--- config.mk ---
export PLATFORM = sky130hd
export DESIGN_NAME = sbct_top
export DESIGN_NICKNAME = d
export VERILOG_FILES = /design/src/hw/sbct_pkg.sv /design/src/hw/sbct_line_if.sv /design/src/hw/sbct_line_mon.sv /design/src/hw/sbct_top.sv
export SDC_FILE = /design/constraint.sdc
export NUM_CORES = 1
export LEC_CHECK = 0
export ABC_AREA = 1
export BUFFER_PORTS_ARGS = -buffer_cell sky130_fd_sc_hd__buf_2
export CAP_MARGIN = 20
export CORE_ASPECT_RATIO = 0.6
export CORE_MARGIN = 8
export CORE_UTILIZATION = 43
export CTS_CLUSTER_SIZE = 10
export DETAILED_ROUTE_END_ITERATION = 6
export PLACE_DENSITY_LB_ADDON = 0.05
export SLEW_MARGIN = 20
export SYNTH_ARGS = -nofsm -noshare
export SYNTH_HDL_FRONTEND = slang
export SYNTH_SLANG_ARGS = --single-unit
--- constraint.sdc ---
create_clock -name clock -period 1.9 [get_ports clock]
set_input_delay 0.19 -clock clock [delete_from_list [all_inputs] [get_ports clock]]
set_output_delay 0.19 -clock clock [all_outputs]
set_load 0.1 [all_outputs]
--- src/hw/sbct_pkg.sv ---
package sbct_pkg;
  // Configuration register
  localparam logic [7:0] CFG_ADDR = 8'hc1;
  localparam logic [7:0] CFG_RESET = 8'h00;
  localparam logic [7:0] CFG_WMASK = 8'hdf;
  localparam int BIT_EN = 7;
  localparam int BIT_INH = 6;
  localparam int BIT_BUSY = 5;
  localparam int BIT_EXT = 4;
  localparam int BIT_TOE = 3;
  localparam int BIT_FTE = 2;
  localparam int BIT_CS_HI = 1;
  localparam int BIT_CS_LO = 0;
  // Clock source codes
  localparam logic [1:0] CS_T0 = 2'h0;
  localparam logic [1:0] CS_T1 = 2'h1;
  localparam logic [1:0] CS_T2H = 2'h2;
  localparam logic [1:0] CS_T2L = 2'h3;
  // Bit and bus free timing in overflows
  localparam logic [1:0] LOW_OVF = 2'h1;
  localparam logic [1:0] HIGH_OVF = 2'h2;
  localparam logic [3:0] FREE_OVF = 4'ha;
  localparam logic [3:0] FREE_DONE = 4'hb;
  // Data timing in system clocks
  localparam logic [3:0] HOLD_NORM = 4'h3;
  localparam logic [3:0] HOLD_EXT = 4'hc;
  localparam logic [3:0] SETUP_EXT = 4'hb;
  localparam logic [3:0] CNT_SAT = 4'hf;
  // Master clock states
  typedef enum logic [1:0] {
    MS_IDLE = 2'b00,
    MS_LOW = 2'b01,
    MS_WAIT_HIGH = 2'b10,
    MS_HIGH = 2'b11
  } sbct_mstate_t;
endpackage

--- src/hw/sbct_line_if.sv ---
`timescale 1ns/1ps
`default_nettype none
interface sbct_line_if;
  logic scl;
  logic sda;
  logic scl_rise;
  logic scl_fall;
  logic start_det;
  logic stop_det;
  modport mon (output scl, output sda, output scl_rise, output scl_fall, output start_det, output stop_det);
  modport core (input scl, input sda, input scl_rise, input scl_fall, input start_det, input stop_det);
endinterface
`default_nettype wire

--- src/hw/sbct_line_mon.sv ---
`timescale 1ns/1ps
`default_nettype none
module sbct_line_mon (
  // Clock and reset
  input wire logic clock,
  input wire logic rst_b,
  // Bus pins and enable
  input wire logic scl_pin,
  input wire logic sda_pin,
  input wire logic en,
  // Conditioned lines
  sbct_line_if.mon line
);
  logic [1:0] pins;
  logic [1:0] stage1;
  logic [1:0] stage2;
  logic [1:0] prev;

  assign pins = {sda_pin, scl_pin};

  // Two-flop synchroniser per line
  for (genvar i = 0; i < 2; i++) begin : g_sync
    always_ff @(posedge clock or negedge rst_b) begin
      if (!rst_b) begin
        stage1[i] <= 1'b1;
        stage2[i] <= 1'b1;
        prev[i] <= 1'b1;
      end else begin
        stage1[i] <= pins[i];
        stage2[i] <= stage1[i];
        prev[i] <= stage2[i];
      end
    end
  end

  assign line.scl = stage2[0];
  assign line.sda = stage2[1];
  assign line.scl_rise = en & stage2[0] & ~prev[0];
  assign line.scl_fall = en & ~stage2[0] & prev[0];
  assign line.start_det = en & stage2[0] & prev[0] & prev[1] & ~stage2[1];
  assign line.stop_det = en & stage2[0] & prev[0] & ~prev[1] & stage2[1];
endmodule
`default_nettype wire

--- src/hw/sbct_top.sv ---
`timescale 1ns/1ps
`default_nettype none
module sbct_top (
  // Clock and reset
  input wire logic clock,
  input wire logic rst_b,
  // Special function register port
  input wire logic [7:0] sfr_addr,
  input wire logic sfr_wr,
  input wire logic sfr_rd,
  input wire logic [7:0] sfr_wdata,
  output logic [7:0] sfr_rdata,
  // Timer overflows and timeout timer control
  input wire logic [3:0] tmr_ovf,
  output logic tmo_reload,
  output logic tmo_count,
  // Transfer engine side
  input wire logic master_active,
  input wire logic core_hold,
  input wire logic sda_value,
  input wire logic cond_gen,
  input wire logic start_pend,
  input wire logic master_ev,
  input wire logic slave_ev,
  output logic start_now,
  output logic bus_busy,
  output logic irq,
  // Bus lines
  input wire logic scl_in,
  input wire logic sda_in,
  output logic scl_out,
  output logic scl_oe,
  output logic sda_out,
  output logic sda_oe
);
  sbct_line_if line ();

  logic [7:0] cfg;
  logic busy;
  logic inh_eff;
  logic sda_low;
  logic [3:0] hold_cnt;
  logic [3:0] setup_cnt;
  logic [3:0] free_cnt;
  logic [3:0] next_free_cnt;
  logic [1:0] ovf_cnt;
  logic [1:0] next_ovf_cnt;
  sbct_pkg::sbct_mstate_t state_q;
  sbct_pkg::sbct_mstate_t next_state;

  wire en = cfg[sbct_pkg::BIT_EN];
  wire slave_inhibit = cfg[sbct_pkg::BIT_INH];
  wire ext = cfg[sbct_pkg::BIT_EXT];
  wire toe = cfg[sbct_pkg::BIT_TOE];
  wire fte = cfg[sbct_pkg::BIT_FTE];
  wire [1:0] cs = cfg[sbct_pkg::BIT_CS_HI:sbct_pkg::BIT_CS_LO];
  wire cfg_sel = (sfr_addr == sbct_pkg::CFG_ADDR);
  wire cfg_wr = sfr_wr & cfg_sel;
  wire [7:0] cfg_view = {cfg[7:6], busy, cfg[4:0]};
  wire ovf_sel = tmr_ovf[cs];
  wire both_high = line.scl & line.sda;
  wire free_hit = en & fte & both_high & ovf_sel & (free_cnt == sbct_pkg::FREE_OVF);
  wire [3:0] hold_min = ext ? sbct_pkg::HOLD_EXT : sbct_pkg::HOLD_NORM;
  wire hold_ok = ~line.scl & ~line.scl_fall & (hold_cnt >= hold_min);
  wire sda_upd = en & (hold_ok | cond_gen);
  wire next_sda_low = sda_upd ? ~sda_value : sda_low;
  wire setup_ok = (next_sda_low == sda_low) & (~ext | (setup_cnt >= sbct_pkg::SETUP_EXT));
  wire low_done = (ovf_cnt == sbct_pkg::LOW_OVF) & ~core_hold & setup_ok;
  wire high_done = ovf_sel & (ovf_cnt == (sbct_pkg::HIGH_OVF - 2'h1));

  sbct_line_mon u_mon (
    .clock(clock),
    .rst_b(rst_b),
    .scl_pin(scl_in),
    .sda_pin(sda_in),
    .en(en),
    .line(line)
  );

  // Register port
  always_ff @(posedge clock or negedge rst_b) begin
    if (!rst_b) begin
      cfg <= sbct_pkg::CFG_RESET;
      sfr_rdata <= 8'h00;
    end else begin
      if (cfg_wr) begin
        cfg <= sfr_wdata & sbct_pkg::CFG_WMASK;
      end
      sfr_rdata <= (sfr_rd & cfg_sel) ? cfg_view : 8'h00;
    end
  end

  // Busy flag and inhibit capture
  always_ff @(posedge clock or negedge rst_b) begin
    if (!rst_b) begin
      busy <= 1'b0;
      inh_eff <= 1'b0;
      irq <= 1'b0;
    end else begin
      if (!en) begin
        busy <= 1'b0;
      end else if (line.start_det) begin
        busy <= 1'b1;
      end else if (line.stop_det | free_hit) begin
        busy <= 1'b0;
      end
      if (line.start_det) begin
        inh_eff <= slave_inhibit;
      end
      irq <= en & (master_ev | (slave_ev & ~inh_eff));
    end
  end

  // Bus free counter
  always_comb begin
    next_free_cnt = free_cnt;
    if (!en || !fte || !both_high) begin
      next_free_cnt = 4'h0;
    end else if (ovf_sel && free_cnt != sbct_pkg::FREE_DONE) begin
      next_free_cnt = free_cnt + 4'h1;
    end
  end

  // Master clock generator
  always_comb begin
    next_state = state_q;
    next_ovf_cnt = ovf_cnt;
    case (state_q)
      sbct_pkg::MS_IDLE: begin
        next_ovf_cnt = 2'h0;
        if (master_active) begin
          next_state = sbct_pkg::MS_LOW;
        end
      end
      sbct_pkg::MS_LOW: begin
        if (low_done) begin
          next_state = sbct_pkg::MS_WAIT_HIGH;
          next_ovf_cnt = 2'h0;
        end else if (ovf_sel && ovf_cnt != sbct_pkg::LOW_OVF) begin
          next_ovf_cnt = ovf_cnt + 2'h1;
        end
      end
      sbct_pkg::MS_WAIT_HIGH: begin
        if (line.scl) begin
          next_state = sbct_pkg::MS_HIGH;
        end
      end
      sbct_pkg::MS_HIGH: begin
        if (!line.scl || high_done) begin
          next_state = master_active ? sbct_pkg::MS_LOW : sbct_pkg::MS_IDLE;
          next_ovf_cnt = 2'h0;
        end else if (ovf_sel) begin
          next_ovf_cnt = ovf_cnt + 2'h1;
        end
      end
      default: begin
        next_state = sbct_pkg::MS_IDLE;
        next_ovf_cnt = 2'h0;
      end
    endcase
    if (!en) begin
      next_state = sbct_pkg::MS_IDLE;
      next_ovf_cnt = 2'h0;
    end
  end

  always_ff @(posedge clock or negedge rst_b) begin
    if (!rst_b) begin
      state_q <= sbct_pkg::MS_IDLE;
      ovf_cnt <= 2'h0;
      free_cnt <= 4'h0;
    end else begin
      state_q <= next_state;
      ovf_cnt <= next_ovf_cnt;
      free_cnt <= next_free_cnt;
    end
  end

  // Data line timing
  always_ff @(posedge clock or negedge rst_b) begin
    if (!rst_b) begin
      sda_low <= 1'b0;
      hold_cnt <= sbct_pkg::CNT_SAT;
      setup_cnt <= sbct_pkg::CNT_SAT;
    end else begin
      sda_low <= en & next_sda_low;
      if (line.scl_fall) begin
        hold_cnt <= 4'h0;
      end else if (hold_cnt != sbct_pkg::CNT_SAT) begin
        hold_cnt <= hold_cnt + 4'h1;
      end
      if (next_sda_low != sda_low) begin
        setup_cnt <= 4'h0;
      end else if (setup_cnt != sbct_pkg::CNT_SAT) begin
        setup_cnt <= setup_cnt + 4'h1;
      end
    end
  end

  // Outputs
  assign scl_out = 1'b0;
  assign sda_out = 1'b0;
  assign scl_oe = (state_q == sbct_pkg::MS_LOW);
  assign sda_oe = sda_low;
  assign bus_busy = busy;
  assign tmo_reload = en & toe & line.scl;
  assign tmo_count = en & toe & ~line.scl;
  assign start_now = en & start_pend & ~master_active & (free_hit | ~busy);
endmodule
`default_nettype wire

Yosys cells after proc, flatten, opt, wreduce, memory -nomap -nowiden:

Cells that the tools add are included.

* bits in writable memories: 0
* memories kept: 0
* latch bits: 0
* word-level logic and storage cells: 132
* register bits: 41
* memory bits (read-only): 0
* input port bits: 33

* $lt $le $gt $ge: 3
* multiply operators: 0
* div/mod/pow operators: 0
* shift-type cells: 0
* mux-type cells: 27
* reduce and logical (&&, ||, !) cells: 15
* eq/ne operators: 20
* add/subtract/negate cells: 4
* bitwise logic cells: 46

Operators with widths (count)
* bitwise AND 1 bit: 31
* 2-to-1 mux 4 bit: 7
* 2-to-1 mux 2 bit: 10
* inequality test 4 bit (second input constant): 4
* adder 4 x 1 -> 4 bit (second input constant): 3
* NOT 1 bit: 10
* inequality test 3 x 2 -> 1 bit (second input constant): 3
* == test 8 bit (second input constant): 1
* 2-to-1 mux 8 bit: 1
* inequality test 4 x 2 -> 1 bit (second input constant): 2
* one-hot mux 2 bit (4 select lines): 1
* 2-to-1 mux 1 bit: 6
* inequality test 3 bit (second input constant): 2
* one-hot mux 2 bit (3 select lines): 1
* nonzero test 2 bit: 3
* bitwise OR 1 bit: 5
* == test 2 x 1 -> 1 bit (second input constant): 2
* == test 2 bit (second input constant): 2
* == test 4 bit (second input constant): 1
* greater-or-equal comparator 4 bit: 1
* greater-or-equal comparator 4 bit (second input constant): 1
* zero test 1 bit: 4
* AND reduction 4 bit: 1
* logical OR 1 bit: 3
* 9 further kinds: 10

Logic depth before layout (Yosys ltp):

Gate-level depths: netlist of run 1.

* word-level depth: 15
* gate-level depth with buffers: 15
* mapped depth without buffers: 15

Hierarchy:

A second synthesis of run 1 with hierarchy kept.

* cell total of the unflattened synthesis: 241
* area, all modules: 2164.6 sq um

By module, submodules not included
* sbct_top: cells an instance 224, instances 1, area an instance 1964.4 sq um
* sbct_line_mon: cells an instance 17, instances 1, area an instance 200.2 sq um

Least setup slack after synthesis of run 1:

No wires, ideal clock.

* path kind: flip-flop to output port
* from: reg cfg[7]
* to: out tmo_count
* arrival time: 2493 ps
* slack: -783 ps
* required time: 1710 ps
* stages on the path, launching flop included: 3
* path buffers: 0
* path through: dfrtp_1 -> inv_2 -> nor3_1

* cells in the longest elaborated chain, start to end: 2

Ends and longest elaborated chain
* start, declared: line sbct_top.sv:38 `logic [7:0] cfg;`
* start signal, assigned: line sbct_top.sv:83 `cfg <= sbct_pkg::CFG_RESET;`
* start signal, assigned: line sbct_top.sv:87 `cfg <= sfr_wdata & sbct_pkg::CFG_WMASK;`
* bitwise AND 1 bit (2 in a row): line sbct_top.sv:207 `assign tmo_count = en & toe & ~line.scl;`
* end, declared: line sbct_top.sv:16 `output logic tmo_count,`

No other way between the ends.

Worst setup path after layout of run 1:

* from: reg u_mon.stage2[1] (netlist: u_mon.line.sda)
* to: out start_now

* cells in the longest elaborated chain, start to end: 6

Ends and longest elaborated chain
* start, declared: line sbct_line_mon.sv:16 `logic [1:0] stage2;`
* start signal, assigned by index: line sbct_line_mon.sv:30 `stage2[i] <= stage1[i];`
* bitwise AND 1 bit: line sbct_top.sv:61 `wire both_high = line.scl & line.sda;`
* bitwise AND 1 bit (3 in a row): line sbct_top.sv:62 `wire free_hit = en & fte & both_high & ovf_sel & (free_cnt == sbct_pkg::FREE_OVF);`
* bitwise OR 1 bit: line sbct_top.sv:208 `assign start_now = en & start_pend & ~master_active & (free_hit | ~busy);`
* bitwise AND 1 bit: line sbct_top.sv:208
* end, declared: line sbct_top.sv:25 `output logic start_now,`

No other way between the ends.

==> results of run 1 <==
==> power groups by stage <==
stage               logic [mW]  registers, mW  clock network, mW
floorplan                0.396           1.12                  0
global placement         0.513           1.14                  0
detailed placement       0.531           1.14                  0
CTS                      0.538           1.12              0.627
global route             0.745           1.14              0.670
finish                   0.664           1.12              0.604
==> sequential cells by signal, summed over array words and instances, names as in the netlist <==
name / count
u_mon.line.scl: 1
sda_oe: 1
cfg: 7
irq: 1
u_mon.line.sda: 1
bus_busy: 1
ovf_cnt: 2
u_mon.stage1: 2
state_q: 2
setup_cnt: 4
u_mon.prev: 2
inh_eff: 1
sfr_rdata: 8
free_cnt: 4
hold_cnt: 4
==> layout make-up <==
class	instances	area, sq um
tap	63	78.8
inverter	34	128
fill	406	1870
sequential	41	1040
multi-input combinational	153	976
timing repair buffer	65	395
clock inverter	3	25.0
clock buffer	5	68.8
==> through the flow <==
stage	cells	setup slack, ns	hold WS [ns]
2_1_floorplan	231	-0.00566	-0.106
3_3_place_gp	343	0.0867	0.143
3_5_place_dp	343	0.0291	0.146
4_1_cts	354	-0.0434	0.0979
5_1_grt	364	-0.119	0.106
6_report	364	-0.0316	0.114
==> metal layers <==
metal | part of all wire | GRT usage | up-vias
met1 | 0.51 | 0.171 | 774
met2 | 0.44 | 0.176 | 25
met4 | 0.0075 | 0.0330 | 0
met5 | 0 | 0 | -
met3 | 0.039 | 0.0436 | 4
li1 | - | - | 889
==> cells in the mapped netlist <==
library cell,count,area share
a211oi_1,3,0.011
a21oi_1,8,0.019
a31oi_1,2,0.0061
a41oi_1,1,0.0042
and2_1,1,0.0030
buf_4,2,0.0073
clkbuf_1,1,0.0018
conb_1,1,0.0018
dfrtp_1,27,0.33
dfstp_2,14,0.18
ha_1,14,0.085
inv_1,33,0.060
inv_2,1,0.0018
mux2_2,7,0.038
nand2_1,39,0.071
nand2_2,2,0.0061
nand3_1,13,0.032
nand3_2,1,0.0048
nand3b_1,1,0.0036
nand4_1,4,0.012
nor2_1,28,0.051
nor3_1,5,0.012
nor3_2,2,0.0097
nor4_1,2,0.0061
o21ai_0,9,0.022
o21ai_1,5,0.012
o22ai_1,2,0.0061
or2_2,1,0.0030
xor2_1,1,0.0042
==> worst paths after layout <==
kind | startpoint | end | slack, ns | cells past startpoint
max in group asynchronous | rst_b | setup_cnt[0] | 0.94 | 3
worst min-delay path | sfr_wdata[2] | cfg[2] | 0.11 | 2
min in group asynchronous | rst_b | sfr_rdata[3] | 0.35 | 2
worst max-delay path | u_mon.line.sda | start_now | -0.03 | 7
worst max register to register | hold_cnt[1] | state_q[1] | 0.06 | 13
worst min register to register | u_mon.stage1[1] | u_mon.line.sda | 0.36 | 0
==> kinds of logic after synthesis <==
| logic type | synth area share |
|---|---|
| adder cells (fa/ha/maj) | 0.0848 |
| flip-flops | 0.505 |
| AO/OA/AOI/OAI | 0.0806 |
| multiplexers | 0.0382 |
| buffers and inverters | 0.0709 |
| AND/OR/NAND/NOR | 0.214 |
| XOR/XNOR | 0.00424 |
| other | 0.00182 |
==> what timing repair did <==
action                                  in CTS  in global routing
hold buffers                                 3                  0
pin swaps                                    0                  6
endpoints found under the setup margin       1                  5
buffers inserted                             0                 10
gates resized for setup                      6                 13
hold endpoints to repair                    12                  0
==> placed cells by master (no fill, tap or decap), drive strengths merged <==
| cell | n |
|---|---|
| nand3b | 1 |
| a211oi | 3 |
| o22ai | 2 |
| conb | 2 |
| a31oi | 2 |
| and2 | 1 |
| nand4 | 4 |
| nor2 | 28 |
| buf | 62 |
| inv | 36 |
| clkinvlp | 1 |
| nor3 | 7 |
| dlygate4sd3 | 3 |
| nand3 | 14 |
| dfstp | 14 |
| o21ai | 14 |
| nand2 | 41 |
| ha | 14 |
| xor2 | 1 |
| a41oi | 1 |
| or2 | 1 |
| a21oi | 8 |
| clkbuf | 5 |
| nor4 | 2 |
| mux2 | 7 |
| dfrtp | 27 |
==> results.yml, run 1 <==
sta:
  skew_ns: 0.0111
  setup_violations: 1
  hold_viol_final: 0
  finalCritPeriodShare: 1.02
  rsz0062_at_grt: "yes"
  setup_ws_ns: -0.0316
  finalSetupTns_ns: -0.0316
  min_period_ns: 1.93
  slew_violations: 0
  max_freq_mhz: 518
clock_network:
  cts_buffer_depth: 2
  cts.sinks: 41
  htreeDepth: 2
  cts-root-buf: "clkbuf_8"
  cts_tree: "done"
  clk_pin_slew_ns: 0.09
  clock_latency_ns: 0.30
  cts_buffers: 5
worst_setup_path:
  start_kind: "flip-flop"
  critical_path_class: "reg2out"
  worstPathCellList: "inv_2 > nor3_4 > inv_1 > nor2_1 > a41oi_2 > nor2_4 > buf_12"
  max_stage_delay_ns: 0.55
  worstPathMaxFanout: 3
  worst_setup_path_end_kind: "primary output"
  path_buf_inv: 3
  cp.required_ns: 1.71
  crit_path_top_delay_cell: "dfstp_2"
  arrival_ns: 1.74
  critical_path.top_delay_family: "flip-flops"
detailed_routing:
  vias: 1692
  wl_per_cell_microns: 12.5
  vias_per_cell: 4.65
  ant_nets: 0
  drc_errors: 0
  drt_first_iter_violations: 51
  first_pass_iters: 5
  finalWirelength_microns: 4540
floorplan:
  row_count: 19
  dieArea_sq_mm: 0.00735
  coreArea_sq_mm: 0.00459
  die_width_microns: 105
  die_h_microns: 69.7
  ios: 50
  start_util: 0.450
logic_synthesis:
  netlist_instances: 230
  avgSynthCellArea_sq_um: 8.98
  syn-cell-area_sq_mm: 0.00206
  ys.warnings.count: 0
  synth-seq-area-share: 0.505
  synth-seq-cells: 41
  synth.distinct_cells: 29
global_routing:
  grt_max_degree: 19
  grt_antenna_before_repair: 0
  overflow: 0
  gr-usage-all-layers: 0.124
  grt_pass1_vias: 1563
  grt_pass1_wl_microns: 7420
power:
  p_comb_frac: 0.278
  internal-power_mw: 1.61
  switching_share: 0.325
  clkPwrFrac: 0.252
  seq_power_share: 0.470
  p_leak_nw: 1.33
  power_density_mw_per_mm2: 881
  p_total_mw: 2.39
  ir_drop_uv: 447
  p_sw_uw: 779
placed_design:
  io_buffers: 46
  placed_area_sq_mm: 0.00244
  dp_hpwl_microns: 3430
  gp_congestion: 0.799
worst_hold_path:
  min_path_type: "in2reg"
cells_and_area:
  stdcell_area_sq_mm: 0.00272
  drive_above_1_share: 0.392
  postLayoutCoreUtil: 0.592
  final_nets: 347
  num_antenna_cells: 0
  area_delta_synth_final_pct: 31.5
status:
  violations: "negative setup slack"
  run_status: "finished with violations"
job:
  drv_cap: 0
No activity file was read; power rests on OpenSTA's default activity.
==> run 2: changes to the inputs <==
--- a/config.mk
+++ b/config.mk
@@ -8,9 +8,11 @@
 export ABC_AREA = 1
 export BUFFER_PORTS_ARGS = -buffer_cell sky130_fd_sc_hd__buf_2
 export CAP_MARGIN = 20
+export CELL_PAD_IN_SITES_DETAIL_PLACEMENT = 0
+export CELL_PAD_IN_SITES_GLOBAL_PLACEMENT = 2
 export CORE_ASPECT_RATIO = 0.6
 export CORE_MARGIN = 8
-export CORE_UTILIZATION = 43
+export CORE_UTILIZATION = 28
 export CTS_CLUSTER_SIZE = 10
 export DETAILED_ROUTE_END_ITERATION = 6
 export PLACE_DENSITY_LB_ADDON = 0.05
==> constraint.sdc (replaced) <==
create_clock -name clock -period 1.6 [get_ports clock]
set_input_delay 0.16 -clock clock [delete_from_list [all_inputs] [get_ports clock]]
set_output_delay 0.16 -clock clock [all_outputs]
set_load 0.1 [all_outputs]
==> run 2 against run 1 <==
Effect of this change:
- the run still ends with negative setup slack left
- global-route usage decreased by 1.3 points
- critical endpoint unchanged
- critical path type unchanged
- critical path depth unchanged
- sequential power increased by 18%
- via count increased by 4.5%
- first-iteration DRC count increased by 33%
- register-to-register slack got worse by 0.29 ns
- worst setup slack got worse by 0.25 ns
- cell count increased by 12%
==> results.yml, run 2 (synthesis gave the netlist of run 1 again) <==
status:
  run_status: "finished with violations"
  violations: "negative setup slack"
global_routing:
  overflow: 0
  grt_max_degree: 42
  grt_pass1_wl_microns: 8800
  grt_pass1_vias: 1775
  grt_antenna_before_repair: 0
  gr-usage-all-layers: 0.110
detailed_routing:
  drt_first_iter_violations: 68
  drc_errors: 0
  finalWirelength_microns: 5440
  ant_nets: 0
  vias_per_cell: 4.35
  vias: 1768
  first_pass_iters: 4
  wl_per_cell_microns: 13.4
sta:
  finalCritPeriodShare: 1.18
  skew_ns: 0.00525
  setup_ws_ns: -0.284
  rsz0062_at_grt: "yes"
  hold_slack_ns: 0.0951
  slew_violations: 0
  max_freq_mhz: 531
  hold_viol_final: 0
  setup_violations: 8
  min_period_ns: 1.88
cells_and_area:
  final_nets: 361
  num_antenna_cells: 0
  area_delta_synth_final_pct: 48.8
  final_common_cell: "buf_2"
  n_fill_cell: 723
  most-common-layout-cells: "buf_2 (42), nand2_1 (31), buf_4 (28), inv_1 (27), dfrtp_1 (26)"
  largest_reg_flops: 8
  regMostFlops: "sfr_rdata"
  reg.largest.list: "sfr_rdata x8, cfg x7"
  drive_above_1_share: 0.473
  stdcell_area_sq_mm: 0.00307
worst_hold_path:
  worstHoldPathCells: 3
  min_path_type: "in2reg"
job:
  drv_cap: 0
placed_design:
  io_buffers: 46
  dp_hpwl_microns: 4020
  pre_cts_ws_ns: -0.229
  gp_congestion: 0.760
  placed_area_sq_mm: 0.00276
floorplan:
  die_width_microns: 127
  row_count: 24
  die_h_microns: 82.5
  ios: 50
  start_util: 0.286
  dieArea_sq_mm: 0.0105
  coreArea_sq_mm: 0.00721
clock_network:
  cts.sinks: 41
  clk_pin_slew_ns: 0.06
  htreeDepth: 2
  cts_buffers: 5
  cts-root-buf: "clkbuf_16"
  cts_tree: "done"
  cts_buffer_depth: 2
  clock_latency_ns: 0.29
worst_setup_path:
  rr_worst_depth: 12
  arrival_ns: 1.72
  worstPathMaxFanout: 2
  start_kind: "flip-flop"
  cp.required_ns: 1.44
  worst_setup_path_end_kind: "primary output"
  critical_path_class: "reg2out"
power:
  power_density_mw_per_mm2: 1150
  p_leak_nw: 1.45
  ir_drop_uv: 371
[run 2: cell types whose count changed in the layout (fill, tap and decap cells not counted), sizes merged]
cell | before | now
buf | 62 | 76
bufinv | 0 | 1
clkbuf | 5 | 6
inv | 36 | 34
[run 2: routing by layer]
metal	up-vias	routed length, microns	global-route usage
met5	-	0	0
met4	0	92	0.0460
met3	7	333	0.0429
met2	44	2090	0.148
met1	800	2920	0.154
li1	917	-	-
[run 2: per-stage QoR]
step	instances	power (mW)	TNS, ns	utilization
final	406	3.53	-1.12	0.426
after global routing	406	3.75	-2.30	0.426
after CTS	404	3.52	-1.15	0.415
after detailed placement	392	2.26	-1.13	0.383
after global placement	392	2.27	-1.03	0.383
after floorplan	231	1.88	-0.724	-
[run 2: worst paths after layout]
check / slack, ns / from / endpoint
min in group asynchronous: 0.37 / rst_b / cfg[4]
setup / recovery: -0.28 / u_mon.line.sda / start_now
hold / removal: 0.1 / master_ev / irq
setup reg to reg: -0.23 / hold_cnt[0] / ovf_cnt[1]
max in group asynchronous: 0.96 / rst_b / u_mon.stage1[1]
hold reg to reg: 0.35 / u_mon.stage1[0] / u_mon.line.scl
[run 2: area by class of cell]
| class | instances | area, sq um | area share |
|---|---|---|---|
| Tap cell | 91 | 114 | 0.0371 |
| Inverter | 34 | 133 | 0.0432 |
| Timing Repair Buffer | 79 | 562 | 0.183 |
| Clock inverter | 2 | 37.5 | 0.0122 |
| Sequential cell | 41 | 1040 | 0.340 |
| Clock buffer | 6 | 139 | 0.0452 |
| Multi-Input combinational cell | 153 | 1040 | 0.340 |
[run 2: timing repair]
action	in CTS	in global routing
resized for setup	11	18
pin swaps	5	7
setup buffers	1	2
endpoints found under the hold margin	29	0
hold buffers	3	0
setup endpoints to repair	11	14
[run 2: worst max-delay path, stage by stage, from the launching register on]
cell	delay, ns
dfstp_2	0.55
inv_2	0.05
nor3_4	0.18
inv_2	0.06
nor2_2	0.11
a41oi_2	0.16
nor2_4	0.14
buf_12	0.18
[run 2: where the power goes]
group	internal (mW)	switching, mW
registers	1.24	0.0885
clock network	0.779	0.430
logic	0.483	0.510
